$ cat src/mic_params.svh
`ifndef MIC_PARAMS_SVH
`define MIC_PARAMS_SVH

// register word addresses
`define MIC_ADDR_GCTL 8'h00
`define MIC_ADDR_MMASK 8'h01
`define MIC_ADDR_VEC 8'h02
`define MIC_ADDR_PEND 8'h03
`define MIC_ADDR_SRC_EN0 8'h10
`define MIC_ADDR_SRC_FLG0 8'h18

// field positions
`define MIC_GIE_BIT 0
`define MIC_NUM_MOD 6
`define MIC_SRC_W 9

// reset values
`define MIC_GCTL_RST 8'h00
`define MIC_MMASK_RST 8'h00
`define MIC_VEC_RST 16'h0000

// module 2 source bit positions
`define MIC_M2_SER_RX 0
`define MIC_M2_SER_TX 1
`define MIC_M2_PHY_RX 2
`define MIC_M2_PHY_TX 3
`define MIC_M2_DM_TX 4
`define MIC_M2_DM_RX 5
`define MIC_M2_DES 6
`define MIC_M2_CS 7
`define MIC_M2_ACK 8

`endif

$ cat src/mic_pkg.sv
`default_nettype none
package mic_pkg;
	typedef logic [7:0] mic_addr_t;
	typedef logic [15:0] mic_data_t;
	typedef logic [8:0] mic_src_t;
	typedef enum logic [1:0] {
		MIC_IDLE = 2'b00,
		MIC_REQ = 2'b01,
		MIC_ACKD = 2'b11
	} mic_state_e;
endpackage : mic_pkg
`default_nettype wire

$ cat src/mic_interrupt_controller.sv
// Operation
// - Bit 0 of 8-bit control register globally enables interrupts.
// - 8-bit mask register, one bit per module 0 to 5.
// - Module 0 external, 1 SPI/I2C, 3 timers 0-3, 4 timers 4-6, 5 none.
// - Line modem, data manager, DES and serial requests go to module 2.
// - 16-bit vector register gives handler start address.
// - Each module has per-source enable registers.
// - Module 2 has nine separate source flags.
// - Module 3 has one flag per timer 0 to 3.
`timescale 1ns/10ps
`default_nettype none
`include "mic_params.svh"

module mic_interrupt_controller (
	input wire logic core_clk,
	input wire logic rst,
	input wire logic extIrq,
	input wire logic spiIrq,
	input wire logic i2cIrq,
	input wire logic serRxIrq,
	input wire logic serTxIrq,
	input wire logic modemRxIrq,
	input wire logic modemTxIrq,
	input wire logic dmTxIrq,
	input wire logic dmRxIrq,
	input wire logic desIrq,
	input wire logic carrierIrq,
	input wire logic ackIrq,
	input wire logic [3:0] timerLoIrq,
	input wire logic [2:0] timerHiIrq,
	input wire logic [7:0] regAddr,
	input wire logic [15:0] regWdata,
	input wire logic regWr,
	input wire logic regRd,
	output logic [15:0] regRdata,
	input wire logic intAck,
	output logic irqReq,
	output logic [2:0] irqModule,
	output logic [15:0] vectorAddr,
	output logic irqOut
);
	typedef logic [`MIC_SRC_W-1:0] src_t;

	logic [7:0] globalInterruptControl_r;
	logic [7:0] moduleInterruptMask_r;
	logic [15:0] handlerVectorAddress_r;
	logic [15:0] regRdata_r;

	// per-module source pulses, padded to common width
	src_t srcPulse [`MIC_NUM_MOD];
	src_t srcEnable [`MIC_NUM_MOD];
	src_t srcFlags [`MIC_NUM_MOD];
	logic [`MIC_NUM_MOD-1:0] modActive;
	wire logic [`MIC_SRC_W-1:0] modemGroupPulse;

	// module 2 flag bit per source
	assign modemGroupPulse[`MIC_M2_SER_RX] = serRxIrq;
	assign modemGroupPulse[`MIC_M2_SER_TX] = serTxIrq;
	assign modemGroupPulse[`MIC_M2_PHY_RX] = modemRxIrq;
	assign modemGroupPulse[`MIC_M2_PHY_TX] = modemTxIrq;
	assign modemGroupPulse[`MIC_M2_DM_TX] = dmTxIrq;
	assign modemGroupPulse[`MIC_M2_DM_RX] = dmRxIrq;
	assign modemGroupPulse[`MIC_M2_DES] = desIrq;
	assign modemGroupPulse[`MIC_M2_CS] = carrierIrq;
	assign modemGroupPulse[`MIC_M2_ACK] = ackIrq;

	assign srcPulse[0] = {8'h00, extIrq};
	assign srcPulse[1] = {7'h00, i2cIrq, spiIrq};
	assign srcPulse[2] = modemGroupPulse;
	assign srcPulse[3] = {5'h00, timerLoIrq};
	assign srcPulse[4] = {6'h00, timerHiIrq};
	assign srcPulse[5] = '0;

	wire logic isGctl = regAddr == `MIC_ADDR_GCTL;
	wire logic isMask = regAddr == `MIC_ADDR_MMASK;
	wire logic isVec = regAddr == `MIC_ADDR_VEC;
	wire logic isPend = regAddr == `MIC_ADDR_PEND;
	wire logic [7:0] enIdx = regAddr - `MIC_ADDR_SRC_EN0;
	wire logic [7:0] flIdx = regAddr - `MIC_ADDR_SRC_FLG0;
	wire logic isEn = (regAddr >= `MIC_ADDR_SRC_EN0) && (enIdx < 8'(`MIC_NUM_MOD));
	wire logic isFl = (regAddr >= `MIC_ADDR_SRC_FLG0) && (flIdx < 8'(`MIC_NUM_MOD));

	// write strobes, one per register
	wire logic wrGctl = regWr & isGctl;
	wire logic wrMask = regWr & isMask;
	wire logic wrVec = regWr & isVec;
	wire logic [`MIC_NUM_MOD-1:0] wrEn;
	wire logic [`MIC_NUM_MOD-1:0] wrFl;

	// per-module read words
	wire logic [15:0] enWord [`MIC_NUM_MOD];
	wire logic [15:0] flWord [`MIC_NUM_MOD];

	wire logic globalEn = globalInterruptControl_r[`MIC_GIE_BIT];
	// three-level gating, one bit per module
	wire logic [`MIC_NUM_MOD-1:0] modReq;

	genvar m;
	generate
		for (m = 0; m < `MIC_NUM_MOD; m++) begin : g_mod
			assign wrEn[m] = regWr & isEn & (enIdx == 8'(m));
			assign wrFl[m] = regWr & isFl & (flIdx == 8'(m));
			assign enWord[m] = {7'h00, srcEnable[m]};
			assign flWord[m] = {7'h00, srcFlags[m]};
			assign modReq[m] = modActive[m] & moduleInterruptMask_r[m] & globalEn;

			mic_source_group #(
				.WIDTH(`MIC_SRC_W)
			) u_group (
				.core_clk(core_clk),
				.rst(rst),
				.srcPulse(srcPulse[m]),
				.enWrite(wrEn[m]),
				.flagWrite(wrFl[m]),
				.wrData(regWdata[`MIC_SRC_W-1:0]),
				.enable(srcEnable[m]),
				.flags(srcFlags[m]),
				.active(modActive[m])
			);
		end
	endgenerate

	always_ff @(posedge core_clk or posedge rst) begin
		if (rst) begin
			globalInterruptControl_r <= `MIC_GCTL_RST;
		end else if (wrGctl) begin
			globalInterruptControl_r <= regWdata[7:0];
		end
	end

	always_ff @(posedge core_clk or posedge rst) begin
		if (rst) begin
			moduleInterruptMask_r <= `MIC_MMASK_RST;
		end else if (wrMask) begin
			moduleInterruptMask_r <= regWdata[7:0];
		end
	end

	always_ff @(posedge core_clk or posedge rst) begin
		if (rst) begin
			handlerVectorAddress_r <= `MIC_VEC_RST;
		end else if (wrVec) begin
			handlerVectorAddress_r <= regWdata;
		end
	end

	// read-back words, upper bits zero except the full 16-bit vector word
	wire logic [15:0] rdGctl = {8'h00, globalInterruptControl_r};
	wire logic [15:0] rdMask = {8'h00, moduleInterruptMask_r};
	wire logic [15:0] rdPend = {10'h000, modReq};
	wire logic [15:0] enSel = isEn ? enWord[enIdx[2:0]] : 16'h0000;
	wire logic [15:0] flSel = isFl ? flWord[flIdx[2:0]] : 16'h0000;
	wire logic [15:0] rdMux =
		isGctl ? rdGctl :
		isMask ? rdMask :
		isVec ? handlerVectorAddress_r :
		isPend ? rdPend :
		isEn ? enSel :
		isFl ? flSel : 16'h0000;

	always_ff @(posedge core_clk or posedge rst) begin
		if (rst) begin
			regRdata_r <= 16'h0000;
		end else begin
			regRdata_r <= regRd ? rdMux : 16'h0000;
		end
	end

	mic_vector_unit u_vector (
		.core_clk(core_clk),
		.rst(rst),
		.modReq(modReq),
		.intAck(intAck),
		.irqReq(irqReq),
		.irqModule(irqModule)
	);

	assign regRdata = regRdata_r;
	assign vectorAddr = handlerVectorAddress_r;
	assign irqOut = |modReq;
endmodule : mic_interrupt_controller

`default_nettype wire

$ cat src/mic_source_group.sv
`timescale 1ns/10ps
`default_nettype none
`include "mic_params.svh"

module mic_source_group #(
	parameter int WIDTH = 9
) (
	input wire logic core_clk,
	input wire logic rst,
	input wire logic [WIDTH-1:0] srcPulse,
	input wire logic enWrite,
	input wire logic flagWrite,
	input wire logic [WIDTH-1:0] wrData,
	output logic [WIDTH-1:0] enable,
	output logic [WIDTH-1:0] flags,
	output logic active
);
	logic [WIDTH-1:0] enable_r;
	logic [WIDTH-1:0] flags_r;

	genvar i;
	generate
		for (i = 0; i < WIDTH; i++) begin : g_bit
			// set wins over write-one-to-clear
			wire logic flagNxt = srcPulse[i] | (flags_r[i] & ~(flagWrite & wrData[i]));
			always_ff @(posedge core_clk or posedge rst) begin
				if (rst) begin
					flags_r[i] <= 1'b0;
				end else begin
					flags_r[i] <= flagNxt;
				end
			end
		end
	endgenerate

	always_ff @(posedge core_clk or posedge rst) begin
		if (rst) begin
			enable_r <= '0;
		end else if (enWrite) begin
			enable_r <= wrData;
		end
	end

	assign enable = enable_r;
	assign flags = flags_r;
	assign active = |(flags_r & enable_r);
endmodule : mic_source_group

`default_nettype wire

$ cat src/mic_vector_unit.sv
`timescale 1ns/10ps
`default_nettype none
`include "mic_params.svh"

module mic_vector_unit (
	input wire logic core_clk,
	input wire logic rst,
	input wire logic [`MIC_NUM_MOD-1:0] modReq,
	input wire logic intAck,
	output logic irqReq,
	output logic [2:0] irqModule
);
	mic_pkg::mic_state_e state_r;
	mic_pkg::mic_state_e state_nxt;
	logic [2:0] mod_r;
	logic [2:0] firstMod;
	wire logic anyReq = |modReq;
	// capture only on entry so the dispatched module stays put
	wire logic enterReq = (state_r != mic_pkg::MIC_REQ) && (state_nxt == mic_pkg::MIC_REQ);

	always_comb begin
		firstMod = 3'h0;
		for (int k = `MIC_NUM_MOD - 1; k >= 0; k--) begin
			if (modReq[k]) begin
				firstMod = 3'(k);
			end
		end
	end

	always_comb begin
		case (state_r)
			mic_pkg::MIC_IDLE: state_nxt = anyReq ? mic_pkg::MIC_REQ : mic_pkg::MIC_IDLE;
			mic_pkg::MIC_REQ: begin
				if (!anyReq) begin
					state_nxt = mic_pkg::MIC_IDLE;
				end else if (intAck) begin
					state_nxt = mic_pkg::MIC_ACKD;
				end else begin
					state_nxt = mic_pkg::MIC_REQ;
				end
			end
			mic_pkg::MIC_ACKD: state_nxt = mic_pkg::MIC_IDLE;
			default: state_nxt = mic_pkg::MIC_IDLE;
		endcase
	end

	always_ff @(posedge core_clk or posedge rst) begin
		if (rst) begin
			state_r <= mic_pkg::MIC_IDLE;
			mod_r <= 3'h0;
		end else begin
			state_r <= state_nxt;
			if (enterReq) begin
				mod_r <= firstMod;
			end
		end
	end

	assign irqReq = (state_r == mic_pkg::MIC_REQ) & anyReq;
	assign irqModule = mod_r;
endmodule : mic_vector_unit

`default_nettype wire
$ cat config.mk
export PLATFORM = sky130hd
export DESIGN_NAME = mic_interrupt_controller
export DESIGN_NICKNAME = d
export VERILOG_FILES = /design/src/mic_pkg.sv /design/src/mic_interrupt_controller.sv /design/src/mic_source_group.sv /design/src/mic_vector_unit.sv
export VERILOG_INCLUDE_DIRS = /design/src
export SDC_FILE = /design/constraint.sdc
export NUM_CORES = 1
export LEC_CHECK = 0
export ABC_AREA = 1
export CORE_ASPECT_RATIO = 0.9
export CORE_UTILIZATION = 57
export CTS_CLUSTER_DIAMETER = 30
export DETAILED_ROUTE_END_ITERATION = 10
export DONT_BUFFER_PORTS = 1
export GPL_ROUTABILITY_DRIVEN = 0
export PLACE_DENSITY = 0.76
export SETUP_SLACK_MARGIN = 0.15
export SYNTH_ARGS = -nofsm -noshare
export SYNTH_HDL_FRONTEND = slang
export SYNTH_SLANG_ARGS = --single-unit
$ cat constraint.sdc
create_clock -name core_clk -period 5.5 [get_ports core_clk]
set_input_delay 1.1 -clock core_clk [delete_from_list [all_inputs] [get_ports core_clk]]
set_output_delay 1.1 -clock core_clk [all_outputs]
set_load 0.01 [all_outputs]
# Word level (Yosys, flattened, before mapping)
# Cells that the tools add are included.
# op_classes
add_sub_neg,2
order_cmp,6
n_eq_ne,16
muxes,23
n_bitwise,219
n_reduce_logical,14
# op_table
operator,n
$mux 16,11
$and 1x1->1,138
$bmux 16 s3,2
$and 9x9->9,6
$not 1->1,54
$reduce_or 9->1,6
$eq 8x2->1 const B,6
$eq 8x3->1 const B,4
$eq 8x1->1 const B,3
$logic_not 8->1,3
$or 1x1->1,19
$mux 3,6
$ge 8x5->1 const B,2
$lt 8x3->1 const B,2
$sub 8x5->8 const B,2
$ge 4x4->1 const B,2
$not 3->4,2
$reduce_or 6->1,1
$eq 2x1->1 const B,2
$mux 2,2
$pmux 2 s2,1
$logic_and 1x1->1,3
$logic_not 2->1,1
$ne 2x1->1 const B,1
$mux 1,1
# word_totals
regBits,161
input_bits,48
out_inout_bits,37
word_cells,346

# Longest topological paths before layout
# Gate-level depths: netlist of run 1.
# depth
depth_word,12
depth_mapped,13
depth_no_buf,13

# Modules after synthesis
# A second synthesis of run 1 with hierarchy kept.
# hier_totals
cells_unflattened,1123
area_unflattened_um2,8474.4
# by_module_without_submodules
mod,n_inst,cells_per_inst,area_per_inst_um2,seq_area_each_um2
mic_source_group,6,83,763.2,450.4
mic_interrupt_controller,1,593,3643.5,1201.2
mic_vector_unit,1,32,251.5,125.1

# Worst setup path after synthesis of run 1
# OpenSTA, ideal clock, no wires.
# synth_path
kind,input to register
startpoint,input regAddr[3]
endpoint,register g_mod[1].u_group.flags_r[1]
setup_time_ps,116
arrival_ps,2495
required_time_ps,5384
slack_ps,2888
cell_stages,13
path_buffers,0
cell_sequence,inv_1 ha_1 nand2_1 inv_1 nand2_1 nor2_2 nand3_1 nor2_4 nand2_4 nor3_4 nand2_1 nand2_1 nand2_1
# synth_via
elab_chain_len,9
word_cells_on_any_way,11
cone_classes,add/sub (1); order compare (2); eq/ne (1); bitwise (6); reduce/logical (1)
# synth_lines
item,line_no,text
start: declaration,mic_interrupt_controller.sv:31,"input wire logic [7:0] regAddr,"
$sub 8x5->8 (no source line),n/a,
$lt 8x3->1,mic_interrupt_controller.sv:81,wire logic isFl = (regAddr >= `MIC_ADDR_SRC_FLG0) && (flIdx < 8'(`MIC_NUM_MOD));
$logic_and 1x1->1,mic_interrupt_controller.sv:81,
$and 1x1->1,mic_interrupt_controller.sv:102,assign wrFl[m] = regWr & isFl & (flIdx == 8'(m));
$and 1x1->1 *,mic_interrupt_controller.sv:102,
$and 1x1->1 *,mic_source_group.sv:25,wire logic flagNxt = srcPulse[i] | (flags_r[i] & ~(flagWrite & wrData[i]));
$not 1->1 *,mic_source_group.sv:25,
$and 1x1->1 *,mic_source_group.sv:25,
$or 1x1->1 *,mic_source_group.sv:25,
via g_mod[1].u_group.g_bit[1].flagNxt,mic_source_group.sv:25,
end signal: indexed assignment,mic_source_group.sv:30,flags_r[i] <= flagNxt;
end: declaration,mic_source_group.sv:19,logic [WIDTH-1:0] flags_r;
# Mark *: on every way through the listed nets, which the timed path passes. The rest lies on a longest branch.
# A chain may end at the register's enable or synchronous reset.

# Final worst setup path of run 1
# layout_path
startpoint,register g_mod[0].u_group.flags_r[0]
endpoint,output irqReq
# layout_via
elab_chain_len,6
# layout_lines
item,line_no,text
start: declaration,mic_source_group.sv:19,
start signal: indexed assignment,mic_source_group.sv:30,
$and 9x9->9,mic_source_group.sv:46,assign active = |(flags_r & enable_r);
$reduce_or 9->1,mic_source_group.sv:46,
$and 1x1->1 (2 in a row),mic_interrupt_controller.sv:105,assign modReq[m] = modActive[m] & moduleInterruptMask_r[m] & globalEn;
$reduce_or 6->1,n/a,
via irqOut,mic_interrupt_controller.sv:40,output logic irqOut
$and 1x1->1,mic_vector_unit.sv:59,assign irqReq = (state_r == mic_pkg::MIC_REQ) & anyReq;
end: declaration,mic_interrupt_controller.sv:37,"output logic irqReq,"
# The timed path passes the listed nets, and every way through them passes these cells.

==> reports/metrics.yaml, run 1 <==
worst_setup_path:
  cp_max_fo: 3
  crit_buf_inv: 0
  r2r_slack_ps: 3730
  worstPathArrival_ps: 2110
  critPathKind: "register to output port"
  cpMostUsedCell: "nand2_1"
  startpoint_type: "register"
  setup.worst_path.end_class: "output port"
  cpMaxStageDelayCell: "dfrtp_1"
  critPathTopFamily: "simple AND/OR/NAND/NOR gates"
  critPathRequiredTime_ps: 4400
  path_cells: "nand2_1 -> nand3_1 -> nor2_1 -> nand2_1 -> nand2_1 -> nand2_1 -> nor2_1 -> nand2_1 -> nand2_1 -> nor2_1"
  slowest_delay_ps: 410
timing:
  rsz0062_at_grt: "no"
  fin_crit_ps: 3210
  worstMarginPinSlew_ps: 1060
  fmax_ghz: 0.312
  slew_headroom_pct: 29.3
  finalSetupTns_ps: 0
  period_share_pct: 58.4
  setup_viol: 0
  fin_worst_skew_ps: 6.45
  hold_violations: 0
  drv_slew: 0
place:
  hpwl_um: 15000
  io_buffer_count: 0
  dpl.cell_count: 1127
final_layout:
  nNetsFinal: 1028
  regArea_sq_mm: 0.00403
  multiInputGateArea_sq_mm: 0.00321
  final_cells: 1159
  syn_to_final_growth_pct: 8.51
  fillerInstances: 1175
  antenna_cells: 0
  drive_gt1_share_pct: 6.76
hold_path:
  hold_class: "register to register"
synth:
  synth_top_area_cell: "dfrtp_1"
  synthTopCellsByArea: "dfrtp_1 52%, nand2_1 16%, o21ai_0 6.4%"
  synth-seq-cells: 161
  syn_area_per_cell_sq_um: 7.82
  netlist.area_leader.share_pct: 51.9
  yosysSeqAreaShare_pct: 51.9
  synthesis.nets: 1042
  yosys_warnings: 0
  syn_inst: 992
  netlist_area_sq_mm: 0.00776
  ys_types: 31
routing:
  drt-pass1-iter-count: 8
  ant_nets: 0
  routed_wl_um: 21600
  wl_per_cell_um: 18.7
  dr_total_vias: 6687
  via_per_inst: 5.77
  first_iter_violations: 706
  drcViolationCount: 6
cts:
  h-tree-depth: 4
  postCtsSetupRepairBufs: 0
  cts_tree: "done"
  clock-sinks: 161
  root_buffer: "clkbuf_16"
  cts_buffers: 17
  post_cts_resized: 0
  ctsLongestPathBuffers: 2
  cts_hold_buf: 0
  clkLatencyLatePin_ps: 440
  clk_pin_slew_ps: 60
die:
  core_sq_mm: 0.0133
  start_util_pct: 58.3
  die_w_um: 125
  num_rows: 40
  die-area_sq_mm: 0.0141
  die_h_um: 113
  pin_count: 85
grt:
  grt_max_degree: 85
  grt_pass1_vias: 6451
  grt_antenna_before_repair: 0
  track_usage_pct: 32.4
  overflow: 0
  grt_pass1_wl_um: 34200
run_status:
  violations: "DRC"
  status: "finished, violations left"
run:
  cap_violations: 0
power_and_ir_drop:
  vdd_ir_drop_max_mv: 0.301
  p_leak_uw: 0.00438
  power.density_mw_per_mm2: 301
[cell usage in the layout, fill, tap and decap left out, types with 8 or more instances in the layout]
| cell | count |
|---|---|
| o21bai_1 | 8 |
| nand2_1 | 329 |
| nor2_1 | 83 |
| a21boi_0 | 12 |
| inv_1 | 91 |
| nand4_1 | 12 |
| dfrtp_1 | 161 |
| o22ai_1 | 12 |
| a21oi_1 | 58 |
| o21ai_0 | 100 |
| clkbuf_16 | 17 |
| nand3_1 | 34 |
[layer usage]
layer	wire (um)	global-route usage [%]	vias to the layer above	share of wire, %
met4	947	17.0	0	4.4
met2	9760	49.4	315	45
met5	0	0	-	0
li1	-	-	3139	-
met1	9010	42.9	3174	42
met3	1900	8.65	59	8.8
[worst paths after layout]
path                                                    startpoint                                 endpoint  depth (start not counted)
max in group asynchronous                                      rst      g_mod[1].u_group.flags[4]$_DFF_PP0_                          2
min in group asynchronous                                      rst   g_mod[4].u_group.enable[2]$_DFFE_PP0P_                          2
setup / recovery               g_mod[0].u_group.flags[0]$_DFF_PP0_                                   irqReq                         10
hold reg to reg            globalInterruptControl_r[4]$_DFFE_PP0P_  globalInterruptControl_r[4]$_DFFE_PP0P_                          2
hold / removal             globalInterruptControl_r[4]$_DFFE_PP0P_  globalInterruptControl_r[4]$_DFFE_PP0P_                          2
setup reg to reg               g_mod[0].u_group.flags[0]$_DFF_PP0_        u_vector.irqModule[0]$_DFFE_PP0P_                         11
[cell usage after synthesis (all sizes together)]
| cell type | instances |
|---|---|
| o21ai | 106 |
| a21oi | 58 |
| o21bai | 8 |
| buf | 10 |
| a21boi | 12 |
| inv | 99 |
| nand3 | 37 |
| or2 | 6 |
| nand4 | 12 |
| nor4 | 2 |
| nand2 | 335 |
| dfrtp | 161 |
| ha | 2 |
| o22ai | 12 |
| clkbuf | 26 |
| nor2 | 91 |
| nor3b | 1 |
| nor3 | 12 |
| o221ai | 2 |
[tightest hold or removal path, delay by kind of cell, from the launching register on]
| kind | cells | cell delay [ps] |
|---|---|---|
| flip-flops | 1 | 340 |
| AO/OA/AOI/OAI | 1 | 60 |
| AND/OR/NAND/NOR | 1 | 50 |
[per-stage QoR]
stage               cell area (sq um)  setup WS, ps  hold slack (ps)  utilization (%)  power (uW)
floorplan                        7760          2360              448                -        1340
global placement                 7850          2110              461             58.9        1390
detailed placement               7850          2020              468             58.9        1390
CTS                              8420          2330              482             63.3        2540
global route                     8420          2120              515             63.3        2610
finish                           8420          2290              485             63.3        2530
[flip-flops by register name, indices dropped and copies added (netlist names)]
name and count:
g_mod.u_group.enable 54, g_mod.u_group.flags 54, regRdata 16, vectorAddr 16, globalInterruptControl_r 8, moduleInterruptMask_r 8
u_vector.irqModule 3, u_vector.state_r 2
[power by group]
| part | switching (uW) | leakage (uW) | internal (uW) |
|---|---|---|---|
| registers | 18.4 | 0.00202 | 1200 |
| logic | 114 | 0.00209 | 35.1 |
| clock network | 472 | 0.000277 | 690 |
[cell families after synthesis]
| family | Yosys count | synth area share, % |
|---|---|---|
| fa+ha+maj | 2 | 0.322 |
| flops | 161 | 51.9 |
| simple gates | 496 | 27.3 |
| compound gates | 198 | 13.7 |
| buf+inv | 135 | 6.74 |
[area by class of cell]
class | count | share of cell area [%]
flip-flops and latches | 161 | 47.8
multi-input cells | 696 | 38.1
clock buffers | 23 | 5.56
inverters | 99 | 4.46
well taps | 168 | 2.50
clock inverters | 9 | 1.28
repair buffers | 3 | 0.267
Power figures use the tool's default switching activity.
==> run 2: changes to the inputs <==
--- a/config.mk
+++ b/config.mk
@@ -6,7 +6,7 @@
 export SDC_FILE = /design/constraint.sdc
 export NUM_CORES = 1
 export LEC_CHECK = 0
-export ABC_AREA = 1
+export ABC_AREA = 0
 export CORE_ASPECT_RATIO = 0.9
 export CORE_UTILIZATION = 57
 export CTS_CLUSTER_DIAMETER = 30
==> constraint.sdc (replaced) <==
create_clock -name core_clk -period 2.7 [get_ports core_clk]
set_input_delay 0.54 -clock core_clk [delete_from_list [all_inputs] [get_ports core_clk]]
set_output_delay 0.54 -clock core_clk [all_outputs]
set_load 0.01 [all_outputs]
==> reports/metrics.yaml, run 2 <==
run_status:
  status: "finished, violations left"
  violations: "setup timing"
worst_setup_path:
  cpMaxStageDelayCell: "dfrtp_1"
  critPathTopFamily: "simple AND/OR/NAND/NOR gates"
  reg2reg_depth: 7  # -4
  critPathKind: "register to output port"
  cp_max_fo: 4  # +1
  r2r-start: "g_mod[0].u_group.enable[7]$_DFFE_PP0P_"
  critPathRequiredTime_ps: 2160  # -2240 ps
  worstPathArrival_ps: 2310  # +200 ps
  r2r_slack_ps: 540  # -3190 ps
  slowest_delay_ps: 380  # -30 ps
  r2r_end: "u_vector.irqModule[2]$_DFFE_PP0P_"
  crit_buf_inv: 0  # unchanged
  startpoint_type: "register"
  setup.worst_path.end_class: "output port"
  path_cells: "a222oi_1 -> nand4_1 -> and3_4 -> nor4_4 -> and2_4 -> nor3b_4"
die:
  pin_count: 85  # unchanged
  core_sq_mm: 0.0128  # -3.6%
  start_util_pct: 59.2  # +0.90 points
  die-area_sq_mm: 0.0138  # -2.1%
  num_rows: 39  # -2.5%
  die_h_um: 112  # -1.0%
  die_w_um: 124  # -1.0%
grt:
  grt_pass1_vias: 5335  # -17%
  track_usage_pct: 29.2  # -3.2 points
  grt_max_degree: 162  # +91%
  grt_antenna_before_repair: 0  # unchanged
  overflow: 0  # unchanged
  grt_pass1_wl_um: 29700  # -13%
timing:
  slew_headroom_pct: 41.6  # +12 points
  fin_crit_ps: 2850
  fin_worst_skew_ps: 11.0  # +4.59 ps
  setup_viol: 2  # +2
  worstMarginPinSlew_ps: 875  # -186 ps
  finalWorstSetupSlack_ps: -153  # -2440 ps
  drv_slew: 0  # unchanged
  rsz0062_at_grt: "yes"
  hold_violations: 0  # unchanged
  fmax_ghz: 0.351
  period_share_pct: 106
power_and_ir_drop:
  vdd_ir_drop_max_mv: 0.691  # +130%
  power.density_mw_per_mm2: 614  # +100%
  p_leak_uw: 0.00390  # -11%
  total_power_uw: 5240  # +110%
cts:
  cts_hold_buf: 0  # unchanged
  clk_pin_slew_ps: 60  # about the same
  cts_buffers: 17  # unchanged
  h-tree-depth: 4  # unchanged
  clkLatencyLatePin_ps: 440  # about the same
  root_buffer: "clkbuf_16"
  clock-sinks: 161  # unchanged
  cts_tree: "done"
  ctsLongestPathBuffers: 2  # unchanged
routing:
  routed_wl_um: 18400  # -15%
  highest-signal-layer: "met4"
  dr_total_vias: 5220  # -22%
  met1_length_um: 7810  # -13%
  via_per_inst: 6.63  # +15%
  ant_nets: 0  # unchanged
  dr_wl_met2_um: 8600  # -12%
  wl_per_cell_um: 23.4  # +25%
  drcViolationCount: 0  # -6
  drt-pass1-iter-count: 5  # -3
  first_iter_violations: 620  # -12%
  wl_met3_um: 1520  # -20%
final_layout:
  nNetsFinal: 662  # -36%
  final_cell_mix: "161 x dfrtp_1, 79 x mux2_2, 39 x nand2_1"
  multiInputGateArea_sq_mm: 0.00335  # +4.5%
  antenna_cells: 0  # unchanged
  regArea_sq_mm: 0.00403  # unchanged
  drive_gt1_share_pct: 30.3  # +24 points
  syn_to_final_growth_pct: 12.5
  fillerInstances: 935  # -20%
  final_common_cell: "dfrtp_1"
  final_core_util_pct: 66.6  # +3.3 points
synth:
  netlist.area_leader.share_pct: 53.0  # +1.1 points
  netlist_area_sq_mm: 0.00760  # -2.1%
  synth-edff-count: 0  # unchanged
  synth_top_area_cell: "dfrtp_1"
  synthesis.nets: 649  # -38%
  synth-seq-cells: 161  # unchanged
  yosysSeqAreaShare_pct: 53.0  # +1.1 points
  synthTopCellsByArea: "dfrtp_1 53%, mux2_2 12%, mux4_2 5.3%"
  synth_top_cells_by_count: "161 x dfrtp_1, 79 x mux2_2, 39 x nand2_1"
  yosys_warnings: 0  # unchanged
  syn_inst: 599  # -40%
  ys_types: 52  # +68%
  yosysMostFrequentCell: "dfrtp_1"
  async_reset_ff_share_pct: 100  # unchanged
  syn_area_per_cell_sq_um: 12.7  # +62%
  synth_ff_type: "dfrtp_1"
place:
  hpwl_um: 12700  # -16%
  io_buffer_count: 0  # unchanged
run:
  cap_violations: 0  # unchanged
hold_path:
  hold_class: "primary input to async pin"
## run 2: cell count changes after synthesis, moves of 49 or more
cell	previous run	this run
o21ai_0	100	8
a21oi_1	58	9
nand2_1	329	39
inv_1	92	30
nor2_1	83	6
mux2_2	0	79
## run 2: kinds of logic (layout without fill, tap and decap cells)
kind of cell	after synthesis	after routing	share of synthesized area, %
AO/OA/AOI/OAI	151	151	14.4
adder cells (fa/ha/maj)	2	2	0.329
buffers and inverters	67	91	3.66
flip-flops	161	161	53.0
multiplexers	127	127	21.7
AND/OR/NAND/NOR	91	91	6.85
## run 2: layout make-up
class                      instances  share of cell area [%]
tap                              164                    2.40
inverter                          31                    1.41
clock buffer                      18                    5.14
sequential                       161                    47.2
multi-input combinational        371                    39.3
clock inverter                    12                    1.86
timing repair buffer              30                    2.78
## run 2: worst max path at each step
stage | from | to | depth (start not counted)
finish | g_mod[0].u_group.enable[7]$_DFFE_PP0P_ | irqReq | 6
CTS | g_mod[3].u_group.enable[1]$_DFFE_PP0P_ | irqReq | 6
floorplan | rst | g_mod[0].u_group.enable[0]$_DFFE_PP0P_ | 1
global route | g_mod[1].u_group.flags[2]$_DFF_PP0_ | irqReq | 6
detailed placement | g_mod[2].u_group.flags[3]$_DFF_PP0_ | irqReq | 6
global placement | regAddr[3] | vectorAddr[6]$_DFFE_PP0P_ | 5
## run 2: report_power, final
part / leakage [uW] / switching [uW] / total, uW / internal (uW)
Combinational: 0.00147 / 134 / 273 / 139
Sequential: 0.00213 / 62.8 / 2540 / 2480
Clock: 0.000289 / 958 / 2430 / 1470
## run 2: layer usage
metal  vias up  track usage [%]
met3        42             9.94
met5         -                0
li1       2272                -
met1      2645             39.7
met4         0             11.8
met2       261             42.8
## run 2: worst reg2reg max path: cells and delay by family (launching register included)
family                 cells  cell delay (ps)
and+or+nand+nor            3              850
AOI/OAI and AO/OA          3              640
DFF                        1              380
buffers and inverters      1              160
## run 2: what timing repair did
action | 4_1_cts | 5_1_grt
gates resized for setup | 8 | 3
setup endpoints to repair | 2 | 2
pin swaps | 6 | 7
setup buffers | 6 | 3
## run 2: per-stage QoR
step / setup slack (ps) / setup TNS, ps / area [sq um] / hold WS (ps) / cells
finish: -153 / -301 / 8540 / 158 / 787
global route: -307 / -613 / 8540 / 170 / 787
CTS: -115 / -219 / 8500 / 171 / 784
detailed placement: 150 / 0 / 7820 / 476 / 748
global placement: 226 / 0 / 7820 / 460 / 748
floorplan: 117 / 0 / 7600 / 450 / 599
